==> config.mk <==
export PLATFORM = sky130hd
export DESIGN_NAME = oscillator_clock_select_control
export DESIGN_NICKNAME = d
export VERILOG_FILES = /design/src/verilog/osc_pkg.sv /design/src/verilog/oscillator_clock_select_control.sv /design/src/verilog/periph_clock_divider.sv
export SDC_FILE = /design/constraint.sdc
export NUM_CORES = 1
export LEC_CHECK = 0
export ABC_AREA = 1
export BUFFER_PORTS_ARGS = -buffer_cell sky130_fd_sc_hd__buf_4
export CAP_MARGIN = 30
export CORE_ASPECT_RATIO = 1.1
export CORE_MARGIN = 3
export CORE_UTILIZATION = 40
export DETAILED_ROUTE_END_ITERATION = 6
export PLACE_DENSITY_LB_ADDON = 0.3
export SLEW_MARGIN = 15
export SYNTH_ARGS = -nofsm -noshare
export SYNTH_HDL_FRONTEND = slang
export SYNTH_SLANG_ARGS = --single-unit
==> constraint.sdc <==
create_clock -name clk -period 4.9 [get_ports clk]
set_input_delay 0.98 -clock clk [delete_from_list [all_inputs] [get_ports clk]]
set_output_delay 0.98 -clock clk [all_outputs]
set_load 0.01 [all_outputs]
==> src/verilog/osc_pkg.sv <==
package osc_pkg;

  // register byte addresses; each one except UNLOCK_ADDR has clear/set/invert aliases above it
  localparam logic [15:0] OSC_CTRL_ADDR = 16'hF000;
  localparam logic [15:0] TUNING_ADDR = 16'hF010;
  localparam logic [15:0] REF_CTRL_ADDR = 16'hF020;
  localparam logic [15:0] REF_TRIM_ADDR = 16'hF030;
  localparam logic [15:0] UNLOCK_ADDR = 16'hF040;

  // alias selector taken from address bits 3:2
  localparam logic [1:0] ALIAS_NONE = 2'h0;
  localparam logic [1:0] ALIAS_CLR = 2'h1;
  localparam logic [1:0] ALIAS_SET = 2'h2;
  localparam logic [1:0] ALIAS_INV = 2'h3;

  // unlock keys, values are arbitrary
  localparam logic [31:0] UNLOCK_KEY1 = 32'h0000_C0DE;
  localparam logic [31:0] UNLOCK_KEY2 = 32'h0000_F00D;

  // implemented bits of the plain storage registers
  localparam logic [31:0] REF_CTRL_MASK = 32'h7FFF_BA0F;
  localparam logic [31:0] TUNING_MASK = 32'h0000_003F;
  localparam logic [31:0] REF_TRIM_MASK = 32'hFF80_0000;
  localparam int REF_DIVSW_BIT = 9;

  // oscillator control field positions
  localparam int POS_PLL_DIV = 27;
  localparam int POS_FAST_DIV = 24;
  localparam int POS_SOSC_READY = 22;
  localparam int POS_DIV_READY = 21;
  localparam int POS_PB_DIV = 19;
  localparam int POS_PLL_MULT = 16;
  localparam int POS_CUR_OSC = 12;
  localparam int POS_NEW_OSC = 8;
  localparam int POS_LOCK = 7;
  localparam int POS_USB_LOCK = 6;
  localparam int POS_SYS_LOCK = 5;
  localparam int POS_SLEEP = 4;
  localparam int POS_FAIL = 3;
  localparam int POS_USB_RC = 2;
  localparam int POS_SOSC_ON = 1;
  localparam int POS_SWITCH = 0;

  // values after reset where no configuration bit applies
  localparam logic [2:0] FAST_DIV_RESET = 3'h1;
  localparam logic [1:0] PB_DIV_RESET = 2'h3;
  localparam logic [2:0] PLL_DIV_RESET = 3'h0;
  localparam logic [2:0] PLL_MULT_RESET = 3'h0;
  localparam logic [2:0] CUR_OSC_RESET = 3'h0;

  // cycles the peripheral divisor stays busy after a change
  localparam logic [3:0] PB_DIV_SETTLE_CYCLES = 4'h8;

  typedef struct packed {
    logic [2:0] config_oscillator_select;
    logic [1:0] config_switch_monitor;
    logic [2:0] pll_mult;
    logic [2:0] pll_odiv;
    logic [1:0] pb_div;
    logic sosc_en;
  } config_word_one_s;

  typedef struct packed {
    logic sosc_stable;
    logic sys_pll_locked;
    logic usb_pll_locked;
    logic clock_fail_detect;
    logic target_osc_ready;
  } osc_status_s;

  typedef struct packed {
    logic [2:0] pll_output_divider;
    logic [2:0] fast_rc_divider;
    logic [1:0] periph_bus_divisor;
    logic [2:0] pll_multiplier;
    logic [2:0] new_oscillator;
    logic clock_select_lock;
    logic sleep_on_wait_enable;
    logic clock_fail_flag;
    logic usb_rc_clock_enable;
    logic secondary_osc_enable;
    logic switch_enable;
  } osc_ctrl_s;

  typedef enum logic [1:0] {st_idle, st_wait, st_commit} switch_state_e;

  // power-of-two divide ratio, code 7 jumps to 256
  function automatic logic [8:0] div_ratio(input logic [2:0] code);
    logic [8:0] r;
    r = 9'h001;
    case (code)
      3'h0: r = 9'h001;
      3'h1: r = 9'h002;
      3'h2: r = 9'h004;
      3'h3: r = 9'h008;
      3'h4: r = 9'h010;
      3'h5: r = 9'h020;
      3'h6: r = 9'h040;
      default: r = 9'h100;
    endcase
    return r;
  endfunction

  // multiplier 15..21, code 7 jumps to 24
  function automatic logic [4:0] mult_ratio(input logic [2:0] code);
    logic [4:0] r;
    r = 5'h0F;
    if (code == 3'h7) begin
      r = 5'h18;
    end else begin
      r = 5'h0F + {2'h0, code};
    end
    return r;
  endfunction

endpackage

==> src/verilog/oscillator_clock_select_control.sv <==
`timescale 1ns/1ps
// Overview of operation
// - pll output divider codes give 1..64, 256
// - fast rc divider same ratios, resets to two
// - secondary ready only while running stable
// - divisor writes refused while divisor ready low
// - peripheral clock is system clock /1/2/4/8
// - pll multiplier codes give 15..21, 24
// - current oscillator reports active source encoding
// - new oscillator loads config select on reset
// - lock bit freezes selections when monitor 1x
// - monitor 0x means selections never locked
// - usb pll lock flag mirrors lock state
// - system pll lock flag mirrors lock state
// - sleep enable picks sleep or idle on wait
// - control writes need unlock sequence first
// - clear, set, invert aliases at 4, 8, C
// - unimplemented bits always read zero
// - reset values follow config and reset type
// - switch enable starts switch, clears when done
// - clock fail flag set on detected failure
// - secondary enable bit turns oscillator on
module oscillator_clock_select_control (
  input wire logic clk,
  input wire logic rst,
  input wire logic reset_was_por,
  input wire osc_pkg::config_word_one_s cfg,
  input wire osc_pkg::osc_status_s status,
  input wire logic psel,
  input wire logic penable,
  input wire logic pwrite,
  input wire logic [15:0] paddr,
  input wire logic [31:0] pwdata,
  output logic [31:0] prdata,
  output logic pready,
  output logic pslverr,
  output osc_pkg::osc_ctrl_s ctrl,
  output logic [2:0] current_oscillator,
  output logic switch_busy,
  output logic secondary_osc_ready,
  output logic usb_pll_lock_flag,
  output logic system_pll_lock_flag,
  output logic periph_divisor_ready,
  output logic [8:0] pll_out_div_ratio,
  output logic [8:0] fast_rc_div_ratio,
  output logic [4:0] pll_mult_ratio,
  output logic periph_clk_en,
  output logic [31:0] ref_ctrl,
  output logic [31:0] tuning,
  output logic [31:0] ref_trim
);
  import osc_pkg::*;

  switch_state_e state;
  logic cfg_load;
  logic unlocked;
  logic key_stage;
  logic [3:0] settle_cnt;
  logic access;
  logic wr_xfer;
  logic [15:0] base_addr;
  logic [1:0] alias_sel;
  logic hit_osc;
  logic hit_tun;
  logic hit_ref;
  logic hit_trim;
  logic hit_key;
  logic mapped;
  logic locked;
  logic osc_wr;
  logic pb_wr;
  logic [31:0] osc_rd;
  logic [31:0] osc_new;
  logic [31:0] rd_mux;

  // alias write: plain, clear ones, set ones, toggle ones
  function automatic logic [31:0] merge(input logic [31:0] cur, input logic [31:0] wd,
                                        input logic [1:0] sel);
    logic [31:0] r;
    r = wd;
    case (sel)
      ALIAS_CLR: r = cur & ~wd;
      ALIAS_SET: r = cur | wd;
      ALIAS_INV: r = cur ^ wd;
      default: r = wd;
    endcase
    return r;
  endfunction

  // address decode; the unlock key register has no aliases
  assign access = psel & penable & pready;
  assign wr_xfer = access & pwrite;
  assign base_addr = {paddr[15:4], 4'h0};
  assign alias_sel = paddr[3:2];
  assign hit_osc = (base_addr == OSC_CTRL_ADDR);
  assign hit_tun = (base_addr == TUNING_ADDR);
  assign hit_ref = (base_addr == REF_CTRL_ADDR);
  assign hit_trim = (base_addr == REF_TRIM_ADDR);
  assign hit_key = (paddr == UNLOCK_ADDR);
  assign mapped = (paddr[1:0] == 2'h0) & (hit_osc | hit_tun | hit_ref | hit_trim | hit_key);

  // lock only bites when switching and monitoring are disabled
  assign locked = ctrl.clock_select_lock & cfg.config_switch_monitor[1];
  assign osc_wr = wr_xfer & hit_osc & unlocked;
  assign osc_new = merge(osc_rd, pwdata, alias_sel);
  assign pb_wr = osc_wr & periph_divisor_ready &
                 (osc_new[POS_PB_DIV +: 2] != ctrl.periph_bus_divisor);

  // oscillator control read image; unlisted positions stay zero
  always_comb begin
    osc_rd = 32'h0000_0000;
    osc_rd[POS_PLL_DIV +: 3] = ctrl.pll_output_divider;
    osc_rd[POS_FAST_DIV +: 3] = ctrl.fast_rc_divider;
    osc_rd[POS_SOSC_READY] = secondary_osc_ready;
    osc_rd[POS_DIV_READY] = periph_divisor_ready;
    osc_rd[POS_PB_DIV +: 2] = ctrl.periph_bus_divisor;
    osc_rd[POS_PLL_MULT +: 3] = ctrl.pll_multiplier;
    osc_rd[POS_CUR_OSC +: 3] = current_oscillator;
    osc_rd[POS_NEW_OSC +: 3] = ctrl.new_oscillator;
    osc_rd[POS_LOCK] = ctrl.clock_select_lock;
    osc_rd[POS_USB_LOCK] = usb_pll_lock_flag;
    osc_rd[POS_SYS_LOCK] = system_pll_lock_flag;
    osc_rd[POS_SLEEP] = ctrl.sleep_on_wait_enable;
    osc_rd[POS_FAIL] = ctrl.clock_fail_flag;
    osc_rd[POS_USB_RC] = ctrl.usb_rc_clock_enable;
    osc_rd[POS_SOSC_ON] = ctrl.secondary_osc_enable;
    osc_rd[POS_SWITCH] = ctrl.switch_enable;
  end

  // read mux
  always_comb begin
    rd_mux = 32'h0000_0000;
    if (hit_osc) begin
      rd_mux = osc_rd;
    end else if (hit_tun) begin
      rd_mux = tuning;
    end else if (hit_ref) begin
      rd_mux = ref_ctrl;
    end else if (hit_trim) begin
      rd_mux = ref_trim;
    end
  end

  // apb slave: one wait state, read data registered with pready
  always_ff @(posedge clk or posedge rst) begin
    if (rst) begin
      pready <= 1'b0;
      pslverr <= 1'b0;
      prdata <= 32'h0000_0000;
    end else begin
      pready <= psel & penable & ~pready;
      pslverr <= psel & penable & ~pready & ~mapped;
      if (psel & penable & ~pready & ~pwrite & mapped) begin
        prdata <= rd_mux;
      end else begin
        prdata <= 32'h0000_0000;
      end
    end
  end

  // config bits cannot be caught under async reset, so load on the first edge
  always_ff @(posedge clk or posedge rst) begin
    if (rst) begin
      cfg_load <= 1'b1;
    end else begin
      cfg_load <= 1'b0;
    end
  end

  // two-key unlock; the window closes after one protected write
  always_ff @(posedge clk or posedge rst) begin
    if (rst) begin
      unlocked <= 1'b0;
      key_stage <= 1'b0;
    end else if (wr_xfer & hit_key) begin
      key_stage <= (pwdata == UNLOCK_KEY1);
      if (key_stage & (pwdata == UNLOCK_KEY2)) begin
        unlocked <= 1'b1;
      end
    end else if (wr_xfer) begin
      key_stage <= 1'b0;
      if (hit_osc | hit_tun) begin
        unlocked <= 1'b0;
      end
    end
  end

  // control fields; hardware set of the fail flag beats a software clear
  always_ff @(posedge clk or posedge rst) begin
    if (rst) begin
      ctrl <= '0;
      ctrl.fast_rc_divider <= FAST_DIV_RESET;
      ctrl.periph_bus_divisor <= PB_DIV_RESET;
    end else if (cfg_load) begin
      ctrl.new_oscillator <= cfg.config_oscillator_select;
      ctrl.fast_rc_divider <= FAST_DIV_RESET;
      if (reset_was_por) begin
        ctrl.pll_output_divider <= cfg.pll_odiv;
        ctrl.pll_multiplier <= cfg.pll_mult;
        ctrl.periph_bus_divisor <= cfg.pb_div;
        ctrl.secondary_osc_enable <= cfg.sosc_en;
      end else begin
        ctrl.pll_output_divider <= PLL_DIV_RESET;
        ctrl.pll_multiplier <= PLL_MULT_RESET;
        ctrl.periph_bus_divisor <= PB_DIV_RESET;
        ctrl.secondary_osc_enable <= 1'b0;
      end
    end else begin
      if (osc_wr) begin
        ctrl.fast_rc_divider <= osc_new[POS_FAST_DIV +: 3];
        ctrl.clock_select_lock <= osc_new[POS_LOCK];
        ctrl.sleep_on_wait_enable <= osc_new[POS_SLEEP];
        ctrl.usb_rc_clock_enable <= osc_new[POS_USB_RC];
        ctrl.secondary_osc_enable <= osc_new[POS_SOSC_ON];
        ctrl.clock_fail_flag <= osc_new[POS_FAIL];
        if (!locked) begin
          ctrl.pll_output_divider <= osc_new[POS_PLL_DIV +: 3];
          ctrl.pll_multiplier <= osc_new[POS_PLL_MULT +: 3];
          if (state == st_idle) begin
            ctrl.new_oscillator <= osc_new[POS_NEW_OSC +: 3];
            if (osc_new[POS_SWITCH]) begin
              ctrl.switch_enable <= 1'b1;
            end
          end
        end
        if (pb_wr) begin
          ctrl.periph_bus_divisor <= osc_new[POS_PB_DIV +: 2];
        end
      end
      if (status.clock_fail_detect) begin
        ctrl.clock_fail_flag <= 1'b1;
      end
      if (state == st_commit) begin
        ctrl.switch_enable <= 1'b0;
      end
    end
  end

  // switch sequencer: wait for the target source, then commit it
  always_ff @(posedge clk or posedge rst) begin
    if (rst) begin
      state <= st_idle;
      current_oscillator <= CUR_OSC_RESET;
      switch_busy <= 1'b0;
    end else if (cfg_load) begin
      state <= st_idle;
      current_oscillator <= cfg.config_oscillator_select;
      switch_busy <= 1'b0;
    end else begin
      case (state)
        st_idle: begin
          if (ctrl.switch_enable) begin
            state <= st_wait;
            switch_busy <= 1'b1;
          end
        end
        st_wait: begin
          if (status.target_osc_ready) begin
            state <= st_commit;
          end
        end
        st_commit: begin
          current_oscillator <= ctrl.new_oscillator;
          state <= st_idle;
          switch_busy <= 1'b0;
        end
        default: begin
          state <= st_idle;
          switch_busy <= 1'b0;
        end
      endcase
    end
  end

  // divisor busy window so the divider sees at most one divisor change per window
  always_ff @(posedge clk or posedge rst) begin
    if (rst) begin
      settle_cnt <= 4'h0;
      periph_divisor_ready <= 1'b1;
    end else if (pb_wr) begin
      settle_cnt <= PB_DIV_SETTLE_CYCLES;
      periph_divisor_ready <= 1'b0;
    end else if (settle_cnt > 4'h1) begin
      settle_cnt <= settle_cnt - 4'h1;
    end else begin
      settle_cnt <= 4'h0;
      periph_divisor_ready <= 1'b1;
    end
  end

  // status flags from the analog side, sampled once
  always_ff @(posedge clk or posedge rst) begin
    if (rst) begin
      secondary_osc_ready <= 1'b0;
      usb_pll_lock_flag <= 1'b0;
      system_pll_lock_flag <= 1'b0;
    end else begin
      secondary_osc_ready <= status.sosc_stable & ctrl.secondary_osc_enable;
      usb_pll_lock_flag <= status.usb_pll_locked;
      system_pll_lock_flag <= status.sys_pll_locked;
    end
  end

  // decoded ratios for the clock tree, one cycle behind the codes
  always_ff @(posedge clk or posedge rst) begin
    if (rst) begin
      pll_out_div_ratio <= 9'h001;
      fast_rc_div_ratio <= 9'h002;
      pll_mult_ratio <= 5'h0F;
    end else begin
      pll_out_div_ratio <= div_ratio(ctrl.pll_output_divider);
      fast_rc_div_ratio <= div_ratio(ctrl.fast_rc_divider);
      pll_mult_ratio <= mult_ratio(ctrl.pll_multiplier);
    end
  end

  // reference, tuning and trim storage; divider switch bit self-clears
  always_ff @(posedge clk or posedge rst) begin
    if (rst) begin
      ref_ctrl <= 32'h0000_0000;
      tuning <= 32'h0000_0000;
      ref_trim <= 32'h0000_0000;
    end else begin
      if (ref_ctrl[REF_DIVSW_BIT]) begin
        ref_ctrl[REF_DIVSW_BIT] <= 1'b0;
      end
      if (wr_xfer & hit_ref) begin
        ref_ctrl <= merge(ref_ctrl, pwdata, alias_sel) & REF_CTRL_MASK;
      end
      if (wr_xfer & hit_tun & unlocked) begin
        tuning <= merge(tuning, pwdata, alias_sel) & TUNING_MASK;
      end
      if (wr_xfer & hit_trim) begin
        ref_trim <= merge(ref_trim, pwdata, alias_sel) & REF_TRIM_MASK;
      end
    end
  end

  periph_clock_divider u_pdiv (
    .clk(clk),
    .rst(rst),
    .divisor(ctrl.periph_bus_divisor),
    .tick(periph_clk_en)
  );

  apb_ready_a: assert property (@(posedge clk) disable iff (rst)
    (psel && penable && !pready) |=> pready)
    else $error("apb access not answered after one wait state");

  unlock_gate_a: assert property (@(posedge clk) disable iff (rst)
    (wr_xfer && hit_osc && !unlocked && !cfg_load) |=>
      $stable(ctrl.sleep_on_wait_enable) && $stable(ctrl.fast_rc_divider))
    else $error("locked-out write changed control");

  lock_hold_a: assert property (@(posedge clk) disable iff (rst)
    (locked && !cfg_load) |=> $stable(ctrl.new_oscillator) && $stable(ctrl.pll_multiplier))
    else $error("locked selection changed");

  never_locked_a: assert property (@(posedge clk) disable iff (rst)
    !cfg.config_switch_monitor[1] |-> !locked)
    else $error("selection locked with monitor enabled");

  pb_div_block_a: assert property (@(posedge clk) disable iff (rst)
    (!periph_divisor_ready && !cfg_load) |=> $stable(ctrl.periph_bus_divisor))
    else $error("divisor changed while not ready");

  pb_div_busy_a: assert property (@(posedge clk) disable iff (rst)
    pb_wr |=> !periph_divisor_ready [*8] ##1 periph_divisor_ready)
    else $error("divisor busy window wrong length");

  switch_commit_a: assert property (@(posedge clk) disable iff (rst)
    (state == st_commit) |=>
      (current_oscillator == $past(ctrl.new_oscillator)) && !ctrl.switch_enable)
    else $error("switch did not commit new source");

  cur_osc_hold_a: assert property (@(posedge clk) disable iff (rst)
    (state == st_wait && !cfg_load) |=> $stable(current_oscillator))
    else $error("current source changed before completion");

  switch_start_a: assert property (@(posedge clk) disable iff (rst)
    (state == st_idle && ctrl.switch_enable && !cfg_load) |=> switch_busy ##1 1'b1)
    else $error("switch request not started");

  clock_fail_a: assert property (@(posedge clk) disable iff (rst)
    (status.clock_fail_detect && !cfg_load) |=> ctrl.clock_fail_flag)
    else $error("clock failure not flagged");

  sosc_ready_a: assert property (@(posedge clk) disable iff (rst)
    secondary_osc_ready |-> $past(ctrl.secondary_osc_enable) && $past(status.sosc_stable))
    else $error("secondary ready without stable oscillator");

  fast_div_reset_a: assert property (@(posedge clk) disable iff (rst)
    $fell(cfg_load) |-> ctrl.fast_rc_divider == 3'h1)
    else $error("fast rc divider not at divide by two");

  odiv_ratio_a: assert property (@(posedge clk) disable iff (rst)
    (ctrl.pll_output_divider == 3'h7) |=> pll_out_div_ratio == 9'h100)
    else $error("pll output divide ratio wrong");

  mult_ratio_a: assert property (@(posedge clk) disable iff (rst)
    (ctrl.pll_multiplier == 3'h0) |=> pll_mult_ratio == 5'h0F)
    else $error("pll multiplier ratio wrong");

  pclk_div8_a: assert property (@(posedge clk) disable iff (rst)
    (periph_clk_en && ctrl.periph_bus_divisor == 2'h3 && $stable(ctrl.periph_bus_divisor))
      |=> !periph_clk_en [*7])
    else $error("peripheral enable faster than divide by eight");

endmodule

==> src/verilog/periph_clock_divider.sv <==
`timescale 1ns/1ps
module periph_clock_divider (
  input wire logic clk,
  input wire logic rst,
  input wire logic [1:0] divisor,
  output logic tick
);
  logic [2:0] cnt;
  logic [2:0] limit;

  // terminal count for divide by 1, 2, 4 or 8
  always_comb begin
    case (divisor)
      2'h0: limit = 3'h0;
      2'h1: limit = 3'h1;
      2'h2: limit = 3'h3;
      default: limit = 3'h7;
    endcase
  end

  // one-cycle enable per peripheral period; a shrinking divisor wraps at once
  always_ff @(posedge clk or posedge rst) begin
    if (rst) begin
      cnt <= 3'h0;
      tick <= 1'b0;
    end else if (cnt >= limit) begin
      cnt <= 3'h0;
      tick <= 1'b1;
    end else begin
      cnt <= cnt + 3'h1;
      tick <= 1'b0;
    end
  end
endmodule
==> results of run 1 <==
-- flip-flops by register name, indices dropped and copies added, names as in the netlist, 5 cells and up --
register,count
pll_mult_ratio,5
fast_rc_div_ratio,8
pll_out_div_ratio,8
prdata,32
ref_ctrl,24
ref_trim,9
tuning,6
ctrl,20
-- cell type report --
type | instances | area share [%]
Inverter | 144 | 4.89
Multi-Input combinational cell | 790 | 42.5
Timing Repair Buffer | 201 | 13.5
Clock buffer | 18 | 3.84
Sequential cell | 135 | 30.4
Clock inverter | 14 | 1.57
Tap cell | 295 | 3.31
-- worst paths after layout --
check / endpoint / depth (start not counted) / slack (ns) / from
hold reg to reg: u_pdiv.cnt[0] / 1 / 0.47 / u_pdiv.cnt[0]
hold / removal: u_pdiv.cnt[0] / 1 / 0.47 / u_pdiv.cnt[0]
min in group asynchronous: pll_mult_ratio[4] / 2 / 0.67 / rst
max in group asynchronous: fast_rc_div_ratio[1] / 3 / 3.25 / rst
setup / recovery: ctrl[9] / 10 / 2.06 / paddr[3]
setup reg to reg: ctrl[11] / 10 / 2.44 / pready
-- critical path, stage by stage --
cell,delay [ns]
buf_4,0.16
nand2_1,0.08
clkinv_1,0.72
buf_4,0.57
nand2_1,0.11
o21ai_0,0.08
a211oi_1,0.17
o21ai_0,0.10
nand2_1,0.09
nand2_1,0.06
-- cells by family after synthesis --
kind of cell | count (synthesis) | share of synthesized area (%)
compound gates | 187 | 12.5
xor+xnor | 2 | 0.193
fa+ha+maj | 125 | 17.3
buf+inv | 237 | 12.7
flops | 135 | 37.4
other cells | 1 | 0.0414
simple gates | 416 | 19.9
-- power by group --
group          internal (W)  switching, W  leakage [nW]  total [W]
registers           0.00115     0.0000292          1.64    0.00118
logic              0.000154      0.000247          4.09   0.000401
clock network      0.000804      0.000535         0.276    0.00134
total               0.00211      0.000812          6.00    0.00292
-- cells in the final DEF, fill, tap and decap left out, types with 6 or more instances in the layout --
master | Yosys | routed
inv_1 | 140 | 138
o211ai_1 | 18 | 18
a211oi_1 | 6 | 6
ha_1 | 125 | 125
dfrtp_1 | 124 | 124
clkbuf_16 | 0 | 17
nor2_2 | 5 | 6
nor3_1 | 18 | 18
a221oi_1 | 15 | 15
nand4_1 | 17 | 17
nand2_1 | 225 | 224
o21ai_0 | 79 | 79
dfstp_2 | 11 | 11
a21oi_1 | 30 | 30
o22ai_1 | 8 | 8
buf_4 | 62 | 201
nand3_1 | 40 | 40
nor2_1 | 93 | 91
a22oi_1 | 16 | 16
o21ai_1 | 7 | 7
conb_1 | 1 | 60
clkinvlp_4 | 0 | 6
-- stage by stage --
step,hold WS (ns),utilization (%)
after floorplan,0.432,-
after global placement,0.458,47.6
after detailed placement,0.464,47.6
after CTS,0.475,50.3
after global routing,0.495,50.3
final,0.471,50.3
-- routing by layer --
metal / GRT usage (%) / wire (µm) / vias up
met5: 0 / 0 / -
met4: 7.62 / 547 / 0
met1: 27.8 / 11500 / 3811
met2: 35.3 / 12600 / 270
met3: 3.61 / 1580 / 38
li1: - / - / 3868
==> out/qor.yml, run 1 <==
sta:
  relSlewSlack_pct: 36.6
  fin_worst_skew_ns: 0.00899
  fin_crit_ns: 2.84
  setup_viol: 0
  worst_slew_pin_slew_ns: 0.945
  tns_ns: 0
  post-route-period-util_pct: 57.9
  hold_viol_final: 0
  fin_ws_ns: 2.06
  fmax_mhz: 353
  grt_setup_unrepaired: "false"
  maxSlewViolCount: 0
yosys:
  synth-edff-count: 0
  ys_seq_area_share_pct: 37.4
  yosysWarningCount: 0
  synth_commonest_cells: "nand2_1 (225), inv_1 (140), ha_1 (125)"
  synth_seq_cells: 135
  synth_top_area_cell: "dfrtp_1"
  synth_area_um2: 9060
  yosysMostFrequentCell: "nand2_1"
  synth_cell_type_count: 42
  ys.flop_type: "dfrtp_1"
  avgSynthCellArea_um2: 8.21
  yosys.area.top_type_share_pct: 34.2
  netlist_instances: 1103
  async_flop_share_pct: 100
  netlist_top_cells_area: "dfrtp_1 (34%), ha_1 (17%), nand2_1 (9.3%), inv_1 (5.8%), buf_4 (5.1%)"
pwr:
  power.total_w: 0.00292
  vdd_drop_max_mv: 0.192
  power_density_nw_per_um2: 262
  leakage_nw: 6.00
global_route:
  grt_pass1_wl_um: 40800
  grt_pass1_vias: 7613
  grt_max_degree: 81
  grt_usage_pct: 21.2
  grt_overflow: 0
  grt_antenna_before_repair: 0
layout:
  final_nets: 1487
  regArea_um2: 3390
  num_antenna_cells: 0
  multiInputGateArea_um2: 4750
  fin_area_um2: 11200
  fillers: 2161
  area_growth_pct: 23.3
  drive_gt1_share_pct: 20.6
  stdcell_count: 1597
clock_tree:
  ctsRootBufferMaster: "clkbuf_16"
  cts-hold-fix-buffers: 0
  cts.sinks: 135
  cts_tree: "built"
  clk_path_buf_depth: 2
  clock_latency_ns: 0.43
  postCtsSetupBuffers: 0
  post_cts_resized: 0
  clk_pin_slew_ns: 0.06
  cts_made_buffers: 17
  htree_levels: 4
setup_path:
  critPathMaxFanout: 31
  worstPathRequired_ns: 5.21
  arrival_ns: 3.15
  crit_type: "input pin to flop"
  cp-start-kind: "input pin"
  end_kind: "flop"
route:
  drtIter0Drc: 556
  drtPass1Iterations: 5
  viasPerCell: 5.00
  wire_per_inst_um: 16.4
  routed_wl_um: 26200
  drcViolationCount: 0
  ant_nets: 0
  num_vias: 7987
floorplanning:
  row_count: 57
  coreArea_um2: 22200
  die-area_um2: 24500
  die_h_um: 164
  ios: 255
  die_width_um: 149
  initial_core_util_pct: 40.8
placed_design:
  placed_cells: 1565
  gp_congestion: 0.854
  dp_hpwl_um: 18600
  io_buffers: 194
  place_area_um2: 10600
  dp_worst_setup_slack_ns: 1.71
min_path:
  hp-class: "flop to flop"
run_status:
  status: "completed"
flow_run:
  drv_cap: 0
No activity file was read; power rests on OpenSTA's default activity.
==> run 2: changes to the inputs <==
==> constraint.sdc (replaced) <==
create_clock -name clk -period 2.5 [get_ports clk]
set_input_delay 0.5 -clock clk [delete_from_list [all_inputs] [get_ports clk]]
set_output_delay 0.5 -clock clk [all_outputs]
set_load 0.01 [all_outputs]
==> out/qor.yml, run 2 (synthesis gave the netlist of run 1 again) <==
floorplanning:
  die_h_um: 164
  row_count: 57
  die_width_um: 149
  initial_core_util_pct: 40.8
  die-area_um2: 24500
  coreArea_um2: 22200
  ios: 255
layout:
  multiInputGateArea_um2: 4750
  regArea_um2: 3390
  top_regs: "prdata: 32 flops, ref_ctrl: 24 flops, ctrl: 20 flops"
  final_common_cell: "nand2_1"
  fin_area_um2: 11400
  fillers: 2133
  area_growth_pct: 25.7
  layout_common_cells: "nand2_1 (224), buf_4 (212), inv_1 (138)"
  final_nets: 1505
  num_antenna_cells: 0
  drive_gt1_share_pct: 21.6
  largest_reg_flops: 32
  largest_register: "prdata"
clock_tree:
  cts-hold-fix-buffers: 1
  clk_pin_slew_ns: 0.07
  ctsRootBufferMaster: "clkbuf_16"
  post_cts_resized: 0
  cts_made_buffers: 17
  postCtsSetupBuffers: 0
  cts.sinks: 135
  htree_levels: 4
  cts_tree: "built"
  clock_latency_ns: 0.43
  clk_path_buf_depth: 2
sta:
  fmax_mhz: 523
  maxSlewViolCount: 0
  fin_crit_ns: 1.91
  grt_setup_unrepaired: "false"
  tns_ns: 0
  setup_viol: 0
  post-route-period-util_pct: 76.5
  hold_viol_final: 0
  fin_worst_skew_ns: 0.0121
  worst_slew_pin_slew_ns: 0.596
  relSlewSlack_pct: 60.2
route:
  num_vias: 8062
  drtIter0Drc: 502
  routed_wl_um: 26200
  wire_per_inst_um: 16.2
  ant_nets: 0
  drtPass1Iterations: 7
  viasPerCell: 4.99
  drcViolationCount: 1
setup_path:
  cp-start-kind: "flop"
  arrival_ns: 2.22
  crit_type: "flop to flop"
  end_kind: "flop"
  critPathMaxFanout: 8
  worstPathRequired_ns: 2.81
pwr:
  power.total_w: 0.00579
  power_density_nw_per_um2: 508
  leakage_nw: 6.12
  vdd_drop_max_mv: 0.355
global_route:
  grt_pass1_wl_um: 41700
  grt_pass1_vias: 7974
  grt_overflow: 0
  grt_max_degree: 55
  grt_antenna_before_repair: 0
  grt_usage_pct: 21.5
flow_run:
  drv_cap: 0
run_status:
  status: "finished with violations"
  violations: "DRC"
placed_design:
  gp_congestion: 0.868
  dp_hpwl_um: 19300
  place_area_um2: 10800
  io_buffers: 194
min_path:
  hp-class: "input pin to flop"
[run 2: report_power, final]
part	internal, W	switching (W)	total [W]
registers	0.00226	0.0000586	0.00232
clock network	0.00161	0.00105	0.00266
logic	0.000322	0.000490	0.000811
total	0.00419	0.00160	0.00579
[run 2: final timing paths]
path | start | endpoint | slack (ns) | depth (start not counted)
min in group asynchronous | rst | pll_out_div_ratio[1] | 0.57 | 3
max in group asynchronous | rst | cfg_load | 1.32 | 4
setup / recovery | ctrl[13] | settle_cnt[0] | 0.59 | 12
hold reg to reg | u_pdiv.cnt[0] | u_pdiv.cnt[0] | 0.47 | 1
setup reg to reg | ctrl[13] | settle_cnt[0] | 0.59 | 12
hold / removal | status[3] | system_pll_lock_flag | 0.17 | 1
[run 2: worst max-delay path, cell delays in order, from the launching register on]
cell     delay [ns]
dfstp_2        0.62
inv_1          0.10
ha_1           0.28
nand3_1        0.09
nand3_1        0.07
nand2_1        0.07
nand3_1        0.07
nand2_1        0.07
inv_1          0.03
nand2_1        0.06
nand2_1        0.14
inv_1          0.15
nor2_1         0.05
[run 2: layout make-up]
| type | count | area share [%] |
|---|---|---|
| Clock buffer | 19 | 3.89 |
| Clock inverter | 13 | 1.51 |
| Inverter | 144 | 4.78 |
| Multi-Input combinational cell | 790 | 41.7 |
| Sequential cell | 135 | 29.8 |
| Tap cell | 295 | 3.24 |
| Timing Repair Buffer | 219 | 15.1 |
[run 2: metal layers]
metal / up-vias / track usage, % / routed length [µm]
li1: 3915 / - / -
met1: 3837 / 28.2 / 11300
met2: 267 / 35.4 / 12600
met3: 43 / 4.36 / 1610
met4: 0 / 7.74 / 682
met5: - / 0 / 0
[run 2: through the flow]
| step | cells | utilization [%] | setup slack (ns) | hold slack (ns) |
|---|---|---|---|---|
| 6_report | 1615 | 51.3 | 0.586 | 0.174 |
| 3_5_place_dp | 1582 | 48.5 | 0.163 | 0.449 |
| 4_1_cts | 1615 | 51.3 | 0.584 | 0.157 |
| 5_1_grt | 1615 | 51.3 | 0.357 | 0.158 |
| 2_1_floorplan | 1162 | - | 0.330 | 0.432 |
| 3_3_place_gp | 1582 | 48.5 | 0.213 | 0.447 |
